[config.mk]
export PLATFORM = sky130hd
export DESIGN_NAME = lpw_ctrl
export DESIGN_NICKNAME = d
export VERILOG_FILES = /design/src/rtl/lpw_pkg.sv /design/src/rtl/lpw_ctrl.sv
export SDC_FILE = /design/constraint.sdc
export NUM_CORES = 1
export LEC_CHECK = 0
export BUFFER_PORTS_ARGS = -buffer_cell sky130_fd_sc_hd__buf_2
export CAP_MARGIN = 20
export CORE_MARGIN = 2
export CORE_UTILIZATION = 41
export DETAILED_ROUTE_END_ITERATION = 10
export PLACE_DENSITY = 0.71
export SYNTH_ARGS = -nofsm -noshare
export SYNTH_HDL_FRONTEND = slang
export SYNTH_SLANG_ARGS = --single-unit
[constraint.sdc]
create_clock -name clk_i -period 2.4 [get_ports clk_i]
set_clock_uncertainty 0.15 [all_clocks]
set_input_delay 0.36 -clock clk_i [delete_from_list [all_inputs] [get_ports clk_i]]
set_output_delay 0.36 -clock clk_i [all_outputs]
set_load 0.02 [all_outputs]
[src/rtl/lpw_pkg.sv]
// package of constants and carriers for the low-power mode and wake control
// Behaviour
// - sleep on wait instr when low-power and deep sleep bits clear
// - sleep wakes on irq or event by entry
// - wait mode on event instr, low-power set, deep sleep clear
// - wait mode stops clocks, keeps supplies on
// - wait wakes on fast inputs, rtc, rtt, usb
// - backup on event instr with deep sleep set
// - backup domain keeps slow logic running
// - slow oscillator chosen by software setting
// - force wake pin low, debounced, leaves backup
// - enabled wake input transition, debounced, leaves backup
// - supply monitor, rtc, rtt alarms leave backup
// - backup wake runs core supply restart sequence
// - parts and wake sources individually enabled
// - low level on wake input starts fast
// - fast start-up request is synchronised, clocked path
// - fast start restarts rc, switches clock, core
// - active clock from rc, crystal or pll
package lpw_pkg;
   // ------------------------------------------------------------
   // register map (word aligned byte addresses)
   // ------------------------------------------------------------
   localparam logic [7:0] LPW_CTRL_ADDR   = 8'h00; // mode bits, clock selects
   localparam logic [7:0] LPW_WKEN_ADDR   = 8'h04; // wake source enables
   localparam logic [7:0] LPW_FSEN_ADDR   = 8'h08; // fast start-up input enables
   localparam logic [7:0] LPW_DEB_ADDR    = 8'h0c; // debounce lengths
   localparam logic [7:0] LPW_STAT_ADDR   = 8'h10; // wake cause and debounced wake levels
   localparam logic [7:0] LPW_PCLK_ADDR   = 8'h14; // peripheral clock enables
   // ------------------------------------------------------------
   // control field positions
   // ------------------------------------------------------------
   localparam int LPW_CTRL_LPS    = 0;  // low_power_select
   localparam int LPW_CTRL_DSS    = 1;  // deep_sleep_select
   localparam int LPW_CTRL_SLOSC  = 2;  // slow osc: 0 rc, 1 crystal
   localparam int LPW_CTRL_RCEN   = 3;  // fast_rc_osc_enable
   localparam int LPW_CTRL_MCKLO  = 4;  // main clock select low bit
   // wake enable positions: [15:0] inputs, then these
   localparam int LPW_WK_FORCE_WAKE_PIN     = 16;
   localparam int LPW_WK_SMON     = 17;
   localparam int LPW_WK_RTC      = 18;
   localparam int LPW_WK_RTT      = 19;
   localparam int LPW_WK_USB      = 20;
   // ------------------------------------------------------------
   // reset values and timing
   // ------------------------------------------------------------
   localparam logic [31:0] LPW_CTRL_RST  = 32'h0000_0008;
   localparam logic [31:0] LPW_WKEN_RST  = 32'h0000_0000;
   localparam logic [31:0] LPW_FSEN_RST  = 32'h0000_0000;
   localparam logic [31:0] LPW_DEB_RST   = 32'h0000_0303;
   localparam logic [31:0] LPW_PCLK_RST  = 32'hffff_ffff;
   localparam int LPW_SEQ_NS    = 1000;  // core supply restart step time
   localparam int LPW_CLK_MHZ   = 20;
   localparam int LPW_SEQ_CYC   = (LPW_SEQ_NS * LPW_CLK_MHZ + 999) / 1000;
   // ------------------------------------------------------------
   // types
   // ------------------------------------------------------------
   typedef enum logic [1:0] {LPW_CLK_RC, LPW_CLK_XTAL, LPW_CLK_PLL} lpw_mck_type;
   typedef enum {LPW_ACTIVE, LPW_SLEEP, LPW_WAIT, LPW_BACKUP,
                 LPW_SUPPLY_UP, LPW_RESTART} lpw_mode_type;
   typedef struct packed {
      logic        wait_for_interrupt_instr;    // wait_for_interrupt_instr pulse
      logic        wait_for_event_instr;    // wait_for_event_instr pulse
      logic        irq;    // pending interrupt
      logic        evt;    // pending event
   } lpw_core_type;
   typedef struct packed {
      logic        smon;   // supply_monitor alarm
      logic        rtc;
      logic        real_time_timer;
      logic        usb;
   } lpw_alarm_type;
   typedef struct packed {
      logic        core_clk_en;
      logic        per_clk_en;
      logic        mem_clk_en;
      logic        reg_on;        // regulator_shutdown_ctl, 1 = on
      logic        core_rst;      // hold core in reset
      logic        slow_xtal;     // slow osc selection
      logic        rc_on;         // fast rc running
      logic [1:0]  mck_sel;       // master clock select
   } lpw_pwr_type;
endpackage : lpw_pkg

[src/rtl/lpw_ctrl.sv]
// low-power mode decode, wake sources and supply sequencing
//
// Chosen here: the Wishbone register port and the register addresses.
`timescale 1ns/1ps
module lpw_ctrl #(
   parameter int NWAKE = 16,  // wake input count
   parameter int DEBW  = 8    // debounce counter width
) (
   // clock and reset
   input  wire logic                 clk_i,
   input  wire logic                 rst_i,
   // wishbone slave
   input  wire logic                 cyc_i,
   input  wire logic                 stb_i,
   input  wire logic                 we_i,
   input  wire logic [7:0]           adr_i,
   input  wire logic [3:0]           sel_i,
   input  wire logic [31:0]          dat_i,
   output logic      [31:0]          dat_o,
   output logic                      ack_o,
   // core requests
   input  wire lpw_pkg::lpw_core_type core_i,
   // pins and alarms (asynchronous)
   input  wire logic                 force_wake_pin_i,
   input  wire logic [NWAKE-1:0]     wake_inputs_i,
   input  wire lpw_pkg::lpw_alarm_type alarm_i,
   // power and clock controls
   output lpw_pkg::lpw_pwr_type      pwr_o,
   output logic                      fast_start_o,
   output logic [31:0]               per_clk_en_o
);
   import lpw_pkg::*;

   initial begin
      if (NWAKE != 16) $error("lpw_ctrl: NWAKE must be 16");
      if (DEBW < 2 || DEBW > 8) $error("lpw_ctrl: DEBW out of range");
   end

   // ------------------------------------------------------------
   // state
   // ------------------------------------------------------------
   typedef struct packed {
      logic [31:0]       ctrl;
      logic [31:0]       wken;
      logic [31:0]       fsen;
      logic [31:0]       deb;
      logic [31:0]       pclk;
      logic [31:0]       dat;
      logic              ack;
      lpw_mode_type      mode;
      logic              by_wfi;      // sleep entered by wfi
      logic [NWAKE:0]    s1;          // sync stage 1 (pin + inputs)
      logic [NWAKE:0]    s2;          // sync stage 2
      logic [3:0]        a1;          // alarm sync stage 1
      logic [3:0]        a2;          // alarm sync stage 2
      logic [NWAKE-1:0]  wk_stable;   // debounced wake levels
      logic [DEBW-1:0]   wk_cnt;      // shared input debounce counter
      logic [DEBW-1:0]   fw_cnt;      // force wake debounce counter
      logic [7:0]        seq_cnt;     // supply sequence timer
      logic [4:0]        wake_src;    // last wake cause
      logic              fast;
      lpw_pwr_type       pwr;
   } lpw_state_type;

   lpw_state_type st_reg, st_next;

   // full-word write with byte enables
   function automatic logic [31:0] lpw_wr(input logic [31:0] old, input logic [31:0] d,
                                          input logic [3:0] s);
      logic [31:0] r;
      r = old;
      for (int i = 0; i < 4; i++) begin
         if (s[i]) r[i*8 +: 8] = d[i*8 +: 8];
      end
      return r;
   endfunction : lpw_wr

   // ------------------------------------------------------------
   // next-state logic
   // ------------------------------------------------------------
   logic              bus_req;     // new access
   logic [NWAKE-1:0]  wk_lvl;      // synced wake inputs
   logic              fw_low;      // synced force wake low
   logic [3:0]        alm;         // synced alarms
   logic              fs_any;      // fast start-up condition
   logic              bk_wake;     // backup exit condition
   logic              wt_wake;     // wait exit condition
   logic              cpu_run;     // core clocked

   always_comb begin
      st_next = st_reg;
      bus_req = cyc_i && stb_i && !st_reg.ack;
      // two-flop synchronisers
      st_next.s1 = {force_wake_pin_i, wake_inputs_i};
      st_next.s2 = st_reg.s1;
      st_next.a1 = {alarm_i.smon, alarm_i.rtc, alarm_i.real_time_timer, alarm_i.usb};
      st_next.a2 = st_reg.a1;
      wk_lvl = st_reg.s2[NWAKE-1:0];
      fw_low = !st_reg.s2[NWAKE];
      alm    = st_reg.a2 & {st_reg.wken[LPW_WK_SMON], st_reg.wken[LPW_WK_RTC],
                            st_reg.wken[LPW_WK_RTT], st_reg.wken[LPW_WK_USB]};

      // wake input transitions must hold for the debounce time
      if ((wk_lvl ^ st_reg.wk_stable) != '0) begin
         if (st_reg.wk_cnt == st_reg.deb[DEBW-1:0]) begin
            st_next.wk_stable = wk_lvl;
            st_next.wk_cnt    = '0;
         end else begin
            st_next.wk_cnt = st_reg.wk_cnt + 1'b1;
         end
      end else begin
         st_next.wk_cnt = '0;
      end
      // force wake low level debounce
      if (fw_low && st_reg.wken[LPW_WK_FORCE_WAKE_PIN]) begin
         if (st_reg.fw_cnt != st_reg.deb[8 +: DEBW]) st_next.fw_cnt = st_reg.fw_cnt + 1'b1;
      end else begin
         st_next.fw_cnt = '0;
      end

      // low level on any enabled fast input, taken from the two-flop synchronised levels
      fs_any = |(~wk_lvl & st_reg.fsen[NWAKE-1:0]) || (fw_low && st_reg.fsen[NWAKE]);
      wt_wake = fs_any || alm[2] || alm[1] || alm[0];
      bk_wake = (st_reg.fw_cnt == st_reg.deb[8 +: DEBW] && st_reg.wken[LPW_WK_FORCE_WAKE_PIN])
             || |((wk_lvl ^ st_reg.wk_stable) & st_reg.wken[NWAKE-1:0]
                  & {NWAKE{st_reg.wk_cnt == st_reg.deb[DEBW-1:0]}})
             || alm[3] || alm[2] || alm[1];

      st_next.fast = 1'b0;
      // mode machine
      unique case (st_reg.mode)
         LPW_ACTIVE: begin
            st_next.pwr.mck_sel = st_reg.ctrl[LPW_CTRL_MCKLO +: 2];
            st_next.pwr.rc_on   = st_reg.ctrl[LPW_CTRL_RCEN];
            if (core_i.wait_for_event_instr && st_reg.ctrl[LPW_CTRL_DSS]) begin
               st_next.mode = LPW_BACKUP;
            end else if (core_i.wait_for_event_instr && st_reg.ctrl[LPW_CTRL_LPS]) begin
               st_next.mode = LPW_WAIT;
            end else if (core_i.wait_for_interrupt_instr || core_i.wait_for_event_instr) begin
               st_next.mode   = LPW_SLEEP;
               st_next.by_wfi = core_i.wait_for_interrupt_instr;
            end
         end
         LPW_SLEEP: begin
            if (st_reg.by_wfi ? core_i.irq : core_i.evt) begin
               st_next.mode = LPW_ACTIVE;
            end
         end
         LPW_WAIT: begin
            if (wt_wake) begin
               // restart rc, switch master clock and core clock, all in one cycle
               st_next.fast        = 1'b1;
               st_next.pwr.rc_on   = 1'b1;
               st_next.pwr.mck_sel = LPW_CLK_RC;
               st_next.ctrl[LPW_CTRL_MCKLO +: 2] = LPW_CLK_RC;
               st_next.ctrl[LPW_CTRL_LPS] = 1'b0;
               st_next.wake_src = {fs_any, alm};
               st_next.mode = LPW_ACTIVE;
            end
         end
         LPW_BACKUP: begin
            if (bk_wake) begin
               st_next.wake_src = {fw_low, alm};
               st_next.seq_cnt  = '0;
               st_next.mode     = LPW_SUPPLY_UP;
            end
         end
         LPW_SUPPLY_UP: begin
            st_next.seq_cnt = st_reg.seq_cnt + 1'b1;
            if (st_reg.seq_cnt == 8'(LPW_SEQ_CYC)) begin
               st_next.seq_cnt = '0;
               st_next.mode    = LPW_RESTART;
            end
         end
         LPW_RESTART: begin
            // core reset released, runs from fast rc
            st_next.ctrl[LPW_CTRL_DSS] = 1'b0;
            st_next.ctrl[LPW_CTRL_LPS] = 1'b0;
            st_next.ctrl[LPW_CTRL_MCKLO +: 2] = LPW_CLK_RC;
            st_next.pwr.rc_on   = 1'b1;
            st_next.pwr.mck_sel = LPW_CLK_RC;
            st_next.mode        = LPW_ACTIVE;
         end
      endcase

      // power outputs per mode
      cpu_run = (st_next.mode == LPW_ACTIVE);
      st_next.pwr.core_clk_en = cpu_run;
      st_next.pwr.per_clk_en  = (st_next.mode == LPW_ACTIVE) || (st_next.mode == LPW_SLEEP);
      st_next.pwr.mem_clk_en  = st_next.pwr.per_clk_en;
      // regulator back on for the whole restart sequence, core held until active
      st_next.pwr.reg_on      = !(st_next.mode == LPW_BACKUP);
      st_next.pwr.core_rst    = (st_next.mode == LPW_BACKUP || st_next.mode == LPW_SUPPLY_UP
                                 || st_next.mode == LPW_RESTART);
      // slow oscillator choice stays live through backup
      st_next.pwr.slow_xtal   = st_reg.ctrl[LPW_CTRL_SLOSC];
      if (st_next.mode == LPW_WAIT) st_next.pwr.rc_on = 1'b0;

      // wishbone slave, one wait cycle then ack
      st_next.ack = bus_req;
      if (bus_req && we_i) begin
         unique case (adr_i)
            LPW_CTRL_ADDR: st_next.ctrl = lpw_wr(st_reg.ctrl, dat_i, sel_i);
            LPW_WKEN_ADDR: st_next.wken = lpw_wr(st_reg.wken, dat_i, sel_i);
            LPW_FSEN_ADDR: st_next.fsen = lpw_wr(st_reg.fsen, dat_i, sel_i);
            LPW_DEB_ADDR:  st_next.deb  = lpw_wr(st_reg.deb,  dat_i, sel_i);
            LPW_PCLK_ADDR: st_next.pclk = lpw_wr(st_reg.pclk, dat_i, sel_i);
            default: ;
         endcase
      end
      if (bus_req) begin
         unique case (adr_i)
            LPW_CTRL_ADDR: st_next.dat = st_reg.ctrl;
            LPW_WKEN_ADDR: st_next.dat = st_reg.wken;
            LPW_FSEN_ADDR: st_next.dat = st_reg.fsen;
            LPW_DEB_ADDR:  st_next.dat = st_reg.deb;
            LPW_STAT_ADDR: st_next.dat = {11'h000, st_reg.wake_src, st_reg.wk_stable};
            LPW_PCLK_ADDR: st_next.dat = st_reg.pclk;
            default:       st_next.dat = 32'h0000_0000;
         endcase
      end
   end

   // ------------------------------------------------------------
   // state register
   // ------------------------------------------------------------
   always_ff @(posedge clk_i) begin
      if (rst_i) begin
         st_reg      <= '0;
         st_reg.ctrl <= LPW_CTRL_RST;
         st_reg.wken <= LPW_WKEN_RST;
         st_reg.fsen <= LPW_FSEN_RST;
         st_reg.deb  <= LPW_DEB_RST;
         st_reg.pclk <= LPW_PCLK_RST;
         st_reg.mode <= LPW_ACTIVE;
         st_reg.s1   <= '1;
         st_reg.s2   <= '1;
         st_reg.wk_stable   <= '1;
         st_reg.pwr.reg_on  <= 1'b1;
         st_reg.pwr.rc_on   <= 1'b1;
         st_reg.pwr.core_clk_en <= 1'b1;
         st_reg.pwr.per_clk_en  <= 1'b1;
         st_reg.pwr.mem_clk_en  <= 1'b1;
      end else begin
         st_reg <= st_next;
      end
   end

   // ------------------------------------------------------------
   // outputs from flops; per_clk_en_o gated by per_clk_en
   // ------------------------------------------------------------
   assign dat_o        = st_reg.dat;
   assign ack_o        = st_reg.ack;
   assign pwr_o        = st_reg.pwr;
   assign fast_start_o = st_reg.fast;
   assign per_clk_en_o = st_reg.pclk & {32{st_reg.pwr.per_clk_en}};
endmodule : lpw_ctrl

Yosys cells after proc, flatten, opt, wreduce, memory -nomap -nowiden
Cells that the tools add are included.
{ "totals": {"register_bits": 322, "out_inout_bits": 75, "word_cells": 188} }
{ "classes": {"n_addsub": 3, "n_eq_ne": 23, "muxes": 46, "n_bitwise": 12, "n_reduce_logical": 62} }
{ "op_table": {"columns": ["cell", "n"], "rows": [
  ["one-hot mux 32 bit (6 select lines)", 2],
  ["two-way mux 32 bit", 10],
  ["two-way mux 8 bit", 17],
  ["two-way mux 134 bit", 1],
  ["equality test 32 x 3 -> 1 bit, second input constant", 4],
  ["equality test 32 x 2 -> 1 bit, second input constant", 3],
  ["equality test 32 x 4 -> 1 bit, second input constant", 2],
  ["logical NOT 32 bit", 2],
  ["AND reduction 3 bit", 21],
  ["AND 16 bit", 3],
  ["two-way mux 33 bit", 1],
  ["AND 32 bit", 1],
  ["equality test 32 x 1 -> 1 bit, second input constant", 1],
  ["OR reduction 16 bit", 2],
  ["adder 8 x 1 -> 8 bit, second input constant", 3],
  ["equality test 8 x 5 -> 1 bit, second input constant", 3],
  ["two-way mux 6 bit", 3],
  ["equality test 8 x 4 -> 1 bit, second input constant", 2],
  ["equality test 8 bit", 2],
  ["inverter 16 bit", 1],
  ["one-hot mux 8 bit (2 select lines)", 1],
  ["nonzero test 16 bit", 1],
  ["XOR 16 bit", 1],
  ["two-way mux 13 bit", 1],
  ["24 further kinds", 58]
]} }

Logic depth before layout (Yosys ltp)
{ "logic_depth": {"depth_word": 13, "mapped_depth": 10, "mapped_depth_nobuf": 10} }

Worst setup path after synthesis
Ideal clock, no wire load.
{ "synth_path": {"path_type": "input port to flip-flop", "startpoint": "input port adr_i[0]", "endpoint": "register st_reg[203] in the netlist's numbering", "setup_time_ns": 0.120, "arrival_ns": 2.194, "slack_ns": -0.064, "path_stages": 7, "n_path_buf": 1, "cell_sequence": "or4_1 -> buf_2 -> nor4b_4 -> nand2_2 -> nor2_4 -> nor2b_1 -> a211o_1"} }
{ "synth_via": {"elab_chain_len": 2} }
{ "synth_rtl": {"columns": ["element", "line", "rtl"], "rows": [
  ["from (decl)", "lpw_ctrl.sv:16", "input wire logic [7:0] adr_i,"],
  ["equality test 8 x 4 -> 1 bit", "lpw_ctrl.sv:202", "unique case (adr_i)"],
  ["AND reduction 3 bit (no source line)", null, null],
  ["to (signal assigned)", "lpw_ctrl.sv:245", "st_reg <= st_next;"],
  ["to (decl)", "lpw_ctrl.sv:65", "lpw_state_type st_reg, st_next;"]
]} }
No other way between the ends.
A chain may end at the register's enable or synchronous reset.

Worst setup path in the final report
{ "layout_path": {"startpoint": "register st_reg[50] in the netlist's numbering", "endpoint": "register st_reg[10] in the netlist's numbering"} }
{ "layout_via": {"elab_chain_len": 10} }
{ "layout_rtl": {"columns": ["element", "line", "rtl"], "rows": [
  ["XOR 16 bit", "lpw_ctrl.sv:125", "|| |((wk_lvl ^ st_reg.wk_stable) & st_reg.wken[NWAKE-1:0]"],
  ["AND 16 bit", "lpw_ctrl.sv:125", null],
  ["AND 16 bit", "lpw_ctrl.sv:126", "& {NWAKE{st_reg.wk_cnt == st_reg.deb[DEBW-1:0]}})"],
  ["OR reduction 16 bit", "lpw_ctrl.sv:125", null],
  ["logical OR 1 bit", "lpw_ctrl.sv:125", null],
  ["logical OR 1 bit (3 in series)", "lpw_ctrl.sv:127", "|| alm[3] || alm[2] || alm[1];"],
  ["inequality test 2 bit (no source line)", null, null],
  ["AND reduction 3 bit (no source line)", null, null]
]} }
No other way between the ends.

==> flow_metrics.env <==
export IMPL_max_slew_margin_rel_pct=53.7
export IMPL_register_area_um2=6460
export IMPL_via_count_of_the_first_global_routing_pass=11300
export IMPL_post_route_period_util_pct=103
export IMPL_die_y_um=186
export IMPL_cts_sink_count=322
export IMPL_startpoint_type="flip-flop"
export IMPL_synthesis_nets=1575
export IMPL_layout_nets=1807
export IMPL_path_max_fanout=5
export IMPL_ys_seq_elements=322
export IMPL_ctsRootBufferMaster="sky130_fd_sc_hd__clkbuf_16"
export IMPL_grt_start_max_net_pins=88
export IMPL_detailedRoute_firstIterationViolations=1008
export IMPL_r2r_start="st_reg[50]"
export IMPL_failing_checks="negative setup slack"
export IMPL_status="finished with violations"
export IMPL_portBuffers=148
export IMPL_setup_worst_path_end_class="flip-flop"
export IMPL_area_delta_synth_final_pct=26.7
export IMPL_yosys_most_used_dff="sky130_fd_sc_hd__dfxtp_1"
export IMPL_layout_core_utilization_pct=52.8
export IMPL_cts_path_max_buffers=3
export IMPL_vias=11900
export IMPL_worst_endpoint_arrival_ns=2.71
export IMPL_pwr_density_cell_nw_per_um2=684
export IMPL_fmax_mhz=403
export IMPL_route_antenna_remaining_nets=0
export IMPL_route_detailed_vias_per_inst=5.41
export IMPL_gp_routability_congestion=0.886
export IMPL_initial_core_util_pct=41.6
export IMPL_yosysWarningCount=0
export IMPL_max_cap_violations=0
export IMPL_wire_length_per_cell_um=18.2
export IMPL_max_slew_worst_pin_slew_ns=0.695
export IMPL_ys_top_cells_by_area="sky130_fd_sc_hd__dfxtp_1 48%, sky130_fd_sc_hd__nand2_1 5.2%, sky130_fd_sc_hd__a22oi_1 4.2%, sky130_fd_sc_hd__mux2i_1 3.8%, sky130_fd_sc_hd__nor2_1 3.7%"
export IMPL_antenna_cells=0
export IMPL_synth_async_reset_ratio_pct=0
export IMPL_cts_tree="built"
export IMPL_drcViolationCount=0
export IMPL_drv_slew=0
export IMPL_multi_input_area_um2=6640
export IMPL_rsz0062_at_grt="true"
export IMPL_critical_path_class="flip-flop to flip-flop"
export IMPL_top_level_ports=149
export IMPL_holdWs_ns=0.0178
export IMPL_total_power_mw=11.7
export IMPL_cts_htree_levels=2
export IMPL_worst_skew_pair_late_latency_ns=0.51
export IMPL_worst_setup_path_startpoint="st_reg[50]"
export IMPL_wirelength_mm=39.8
export IMPL_placed_cells=2098
export IMPL_finalWorstSetupSlack_ns=-0.0824
export IMPL_die_w_um=186
export IMPL_largest_register_ffs=258
export IMPL_timing_hold_violations_final=0
export IMPL_grt_pass1_wl_mm=61.9
export IMPL_syn_inst=1497
export IMPL_clk_pin_slew_worst_paths_ns=0.06
export IMPL_dp_slack_ns=-0.218
export IMPL_hold_path_cell_count=3
export IMPL_post_synthesis_average_cell_area_um2=9.05
export IMPL_ys_types=64
export IMPL_globalRouteTotalUtil_pct=22.7
export IMPL_die_area_um2=34500
export IMPL_final_fill_count=2976
export IMPL_drt_pre_antenna_iters=9
export IMPL_total_leakage_power_nw=6.27
export IMPL_final_instance_count_excl_fill=2195
export IMPL_hold_path_class="input pin to flip-flop"
export IMPL_synth_top_area_cell="sky130_fd_sc_hd__dfxtp_1"
export IMPL_fp_row_count=66
export IMPL_yosys_area_top_type_share_pct=47.6
export IMPL_coreArea_um2=32500
export IMPL_vdd_ir_drop_max_uv=416
export IMPL_tritoncts_num_buffers=35
export IMPL_worst_r2r_path_depth=8
export IMPL_synth_edf_count=0
export IMPL_synth_seq_area_share_pct=47.6
export IMPL_cp_required_ns=2.63
export IMPL_synth_area_um2=13500
export IMPL_grt_antenna_before_repair=0
export IMPL_grt_remaining_overflow=0
export IMPL_start_point_of_the_worst_hold_path="dat_i[7]"
export IMPL_detailed_place_hpwl_mm=28.1
export IMPL_drive_above_1_share_pct=25.7
export IMPL_setup_violations_final=10
export IMPL_final_period_minus_worst_setup_slack_ns=2.48
-- cell families (layout without fill, tap and decap cells) --
logic type	after synthesis	count (layout)	share of synthesized area, %
xor+xnor	51	51	3.30
mux	52	52	3.84
flops	322	322	47.6
buf+inv	146	401	5.38
simple gates	597	597	22.2
fa+ha+maj	4	4	0.369
compound gates	325	326	17.3
-- final cells by class --
class / instances / share of cell area (%)
flip-flops and latches: 322 / 37.6
multi-input cells: 1030 / 38.7
clock inverters: 8 / 0.525
inverters: 15 / 0.328
clock buffers: 53 / 6.04
repair buffers: 325 / 13.6
well taps: 442 / 3.22
-- cells in the mapped netlist, types with 3 or more instances --
cell type / instances
sky130_fd_sc_hd__dfxtp_1: 322
sky130_fd_sc_hd__nand2_1: 186
sky130_fd_sc_hd__nor2_1: 132
sky130_fd_sc_hd__a21oi_1: 84
sky130_fd_sc_hd__nor2b_1: 76
sky130_fd_sc_hd__a22oi_1: 75
sky130_fd_sc_hd__and2_1: 70
sky130_fd_sc_hd__clkbuf_1: 67
sky130_fd_sc_hd__a211o_1: 56
sky130_fd_sc_hd__mux2i_1: 52
sky130_fd_sc_hd__buf_4: 41
sky130_fd_sc_hd__or2_2: 40
sky130_fd_sc_hd__xor2_1: 34
sky130_fd_sc_hd__a222oi_1: 32
sky130_fd_sc_hd__o21ai_0: 23
sky130_fd_sc_hd__buf_2: 22
sky130_fd_sc_hd__o211ai_1: 22
sky130_fd_sc_hd__nand3_1: 18
sky130_fd_sc_hd__xnor2_1: 17
sky130_fd_sc_hd__inv_1: 15
sky130_fd_sc_hd__nor4_1: 13
sky130_fd_sc_hd__nor3_1: 10
sky130_fd_sc_hd__o21ai_1: 9
sky130_fd_sc_hd__nand4_1: 8
sky130_fd_sc_hd__and3_1: 6
sky130_fd_sc_hd__nand3b_1: 5
sky130_fd_sc_hd__nor2_4: 5
sky130_fd_sc_hd__ha_1: 4
sky130_fd_sc_hd__nor2_2: 4
sky130_fd_sc_hd__a2111oi_0: 3
sky130_fd_sc_hd__a21o_1: 3
sky130_fd_sc_hd__nand2b_1: 3
sky130_fd_sc_hd__nor4b_1: 3
sky130_fd_sc_hd__or3_1: 3
-- power by group --
group          switching, mW  leakage, nW  total [mW]  internal, mW
logic                  0.486         3.11       0.899         0.413
clock network           2.12        0.557        5.31          3.19
registers             0.0845         2.60        5.54          5.45
-- stage by stage --
stage | area, µm² | TNS (ns)
after floorplan | 13600 | -0.134
after global placement | 15400 | -13.28
after detailed placement | 15400 | -19.53
after CTS | 17000 | -0.188
after global routing | 17200 | -1.56
final | 17200 | -0.328
-- cell usage in the layout (no fill, tap or decap), types with 6 or more instances in the layout --
| cell | count |
|---|---|
| sky130_fd_sc_hd__o21ai_1 | 9 |
| sky130_fd_sc_hd__mux2i_1 | 52 |
| sky130_fd_sc_hd__dlygate4sd3_1 | 35 |
| sky130_fd_sc_hd__o211ai_1 | 22 |
| sky130_fd_sc_hd__or2_2 | 39 |
| sky130_fd_sc_hd__nor2_4 | 7 |
| sky130_fd_sc_hd__nand3_1 | 17 |
| sky130_fd_sc_hd__inv_1 | 14 |
| sky130_fd_sc_hd__buf_4 | 126 |
| sky130_fd_sc_hd__xor2_1 | 31 |
| sky130_fd_sc_hd__a211o_1 | 56 |
| sky130_fd_sc_hd__dfxtp_1 | 313 |
| sky130_fd_sc_hd__a222oi_1 | 32 |
| sky130_fd_sc_hd__a22oi_1 | 74 |
| sky130_fd_sc_hd__dfxtp_2 | 8 |
| sky130_fd_sc_hd__nor2_1 | 129 |
| sky130_fd_sc_hd__buf_2 | 147 |
| sky130_fd_sc_hd__nor2b_1 | 75 |
| sky130_fd_sc_hd__o21ai_0 | 21 |
| sky130_fd_sc_hd__clkinv_2 | 6 |
| sky130_fd_sc_hd__clkbuf_1 | 11 |
| sky130_fd_sc_hd__and2_1 | 69 |
| sky130_fd_sc_hd__a21oi_2 | 6 |
| sky130_fd_sc_hd__nand4_1 | 8 |
| sky130_fd_sc_hd__clkbuf_16 | 37 |
| sky130_fd_sc_hd__and3_1 | 6 |
| sky130_fd_sc_hd__xnor2_1 | 16 |
| sky130_fd_sc_hd__buf_12 | 12 |
| sky130_fd_sc_hd__nor4_1 | 9 |
| sky130_fd_sc_hd__a21oi_1 | 78 |
| sky130_fd_sc_hd__nand2_1 | 184 |
| sky130_fd_sc_hd__nor3_1 | 9 |
-- routing by layer --
layer	track usage [%]	vias up	part of all wire, %
li1	-	5647	-
met1	31.1	5721	45
met2	37.2	446	47
met3	3.01	67	6.1
met4	7.18	0	2.5
met5	0	-	0
-- critical path, stage by stage, from the launching register on --
cell	delay, ns
sky130_fd_sc_hd__dfxtp_2	0.34
sky130_fd_sc_hd__xor2_2	0.19
sky130_fd_sc_hd__a22oi_1	0.19
sky130_fd_sc_hd__nand2_1	0.07
sky130_fd_sc_hd__or4_4	0.59
sky130_fd_sc_hd__a21o_4	0.29
sky130_fd_sc_hd__o211ai_4	0.27
sky130_fd_sc_hd__mux2i_1	0.23
sky130_fd_sc_hd__nor2_1	0.05
-- timing repair --
action                     CTS  global route
hold endpoints to repair    50             0
setup buffers                0             2
hold buffers                35             0
resized for setup           26            40
gates cloned                 1             0
pin swaps                   11            21
setup endpoints to repair   24            25
-- worst paths after layout --
check	end	slack [ns]
worst max-delay path	st_reg[10]	-0.08
worst min-delay path	st_reg[234]	0.02
worst max register to register	st_reg[10]	-0.08
worst min register to register	st_reg[69]	0.26
Note: power is estimated with default switching activity, not from simulation.
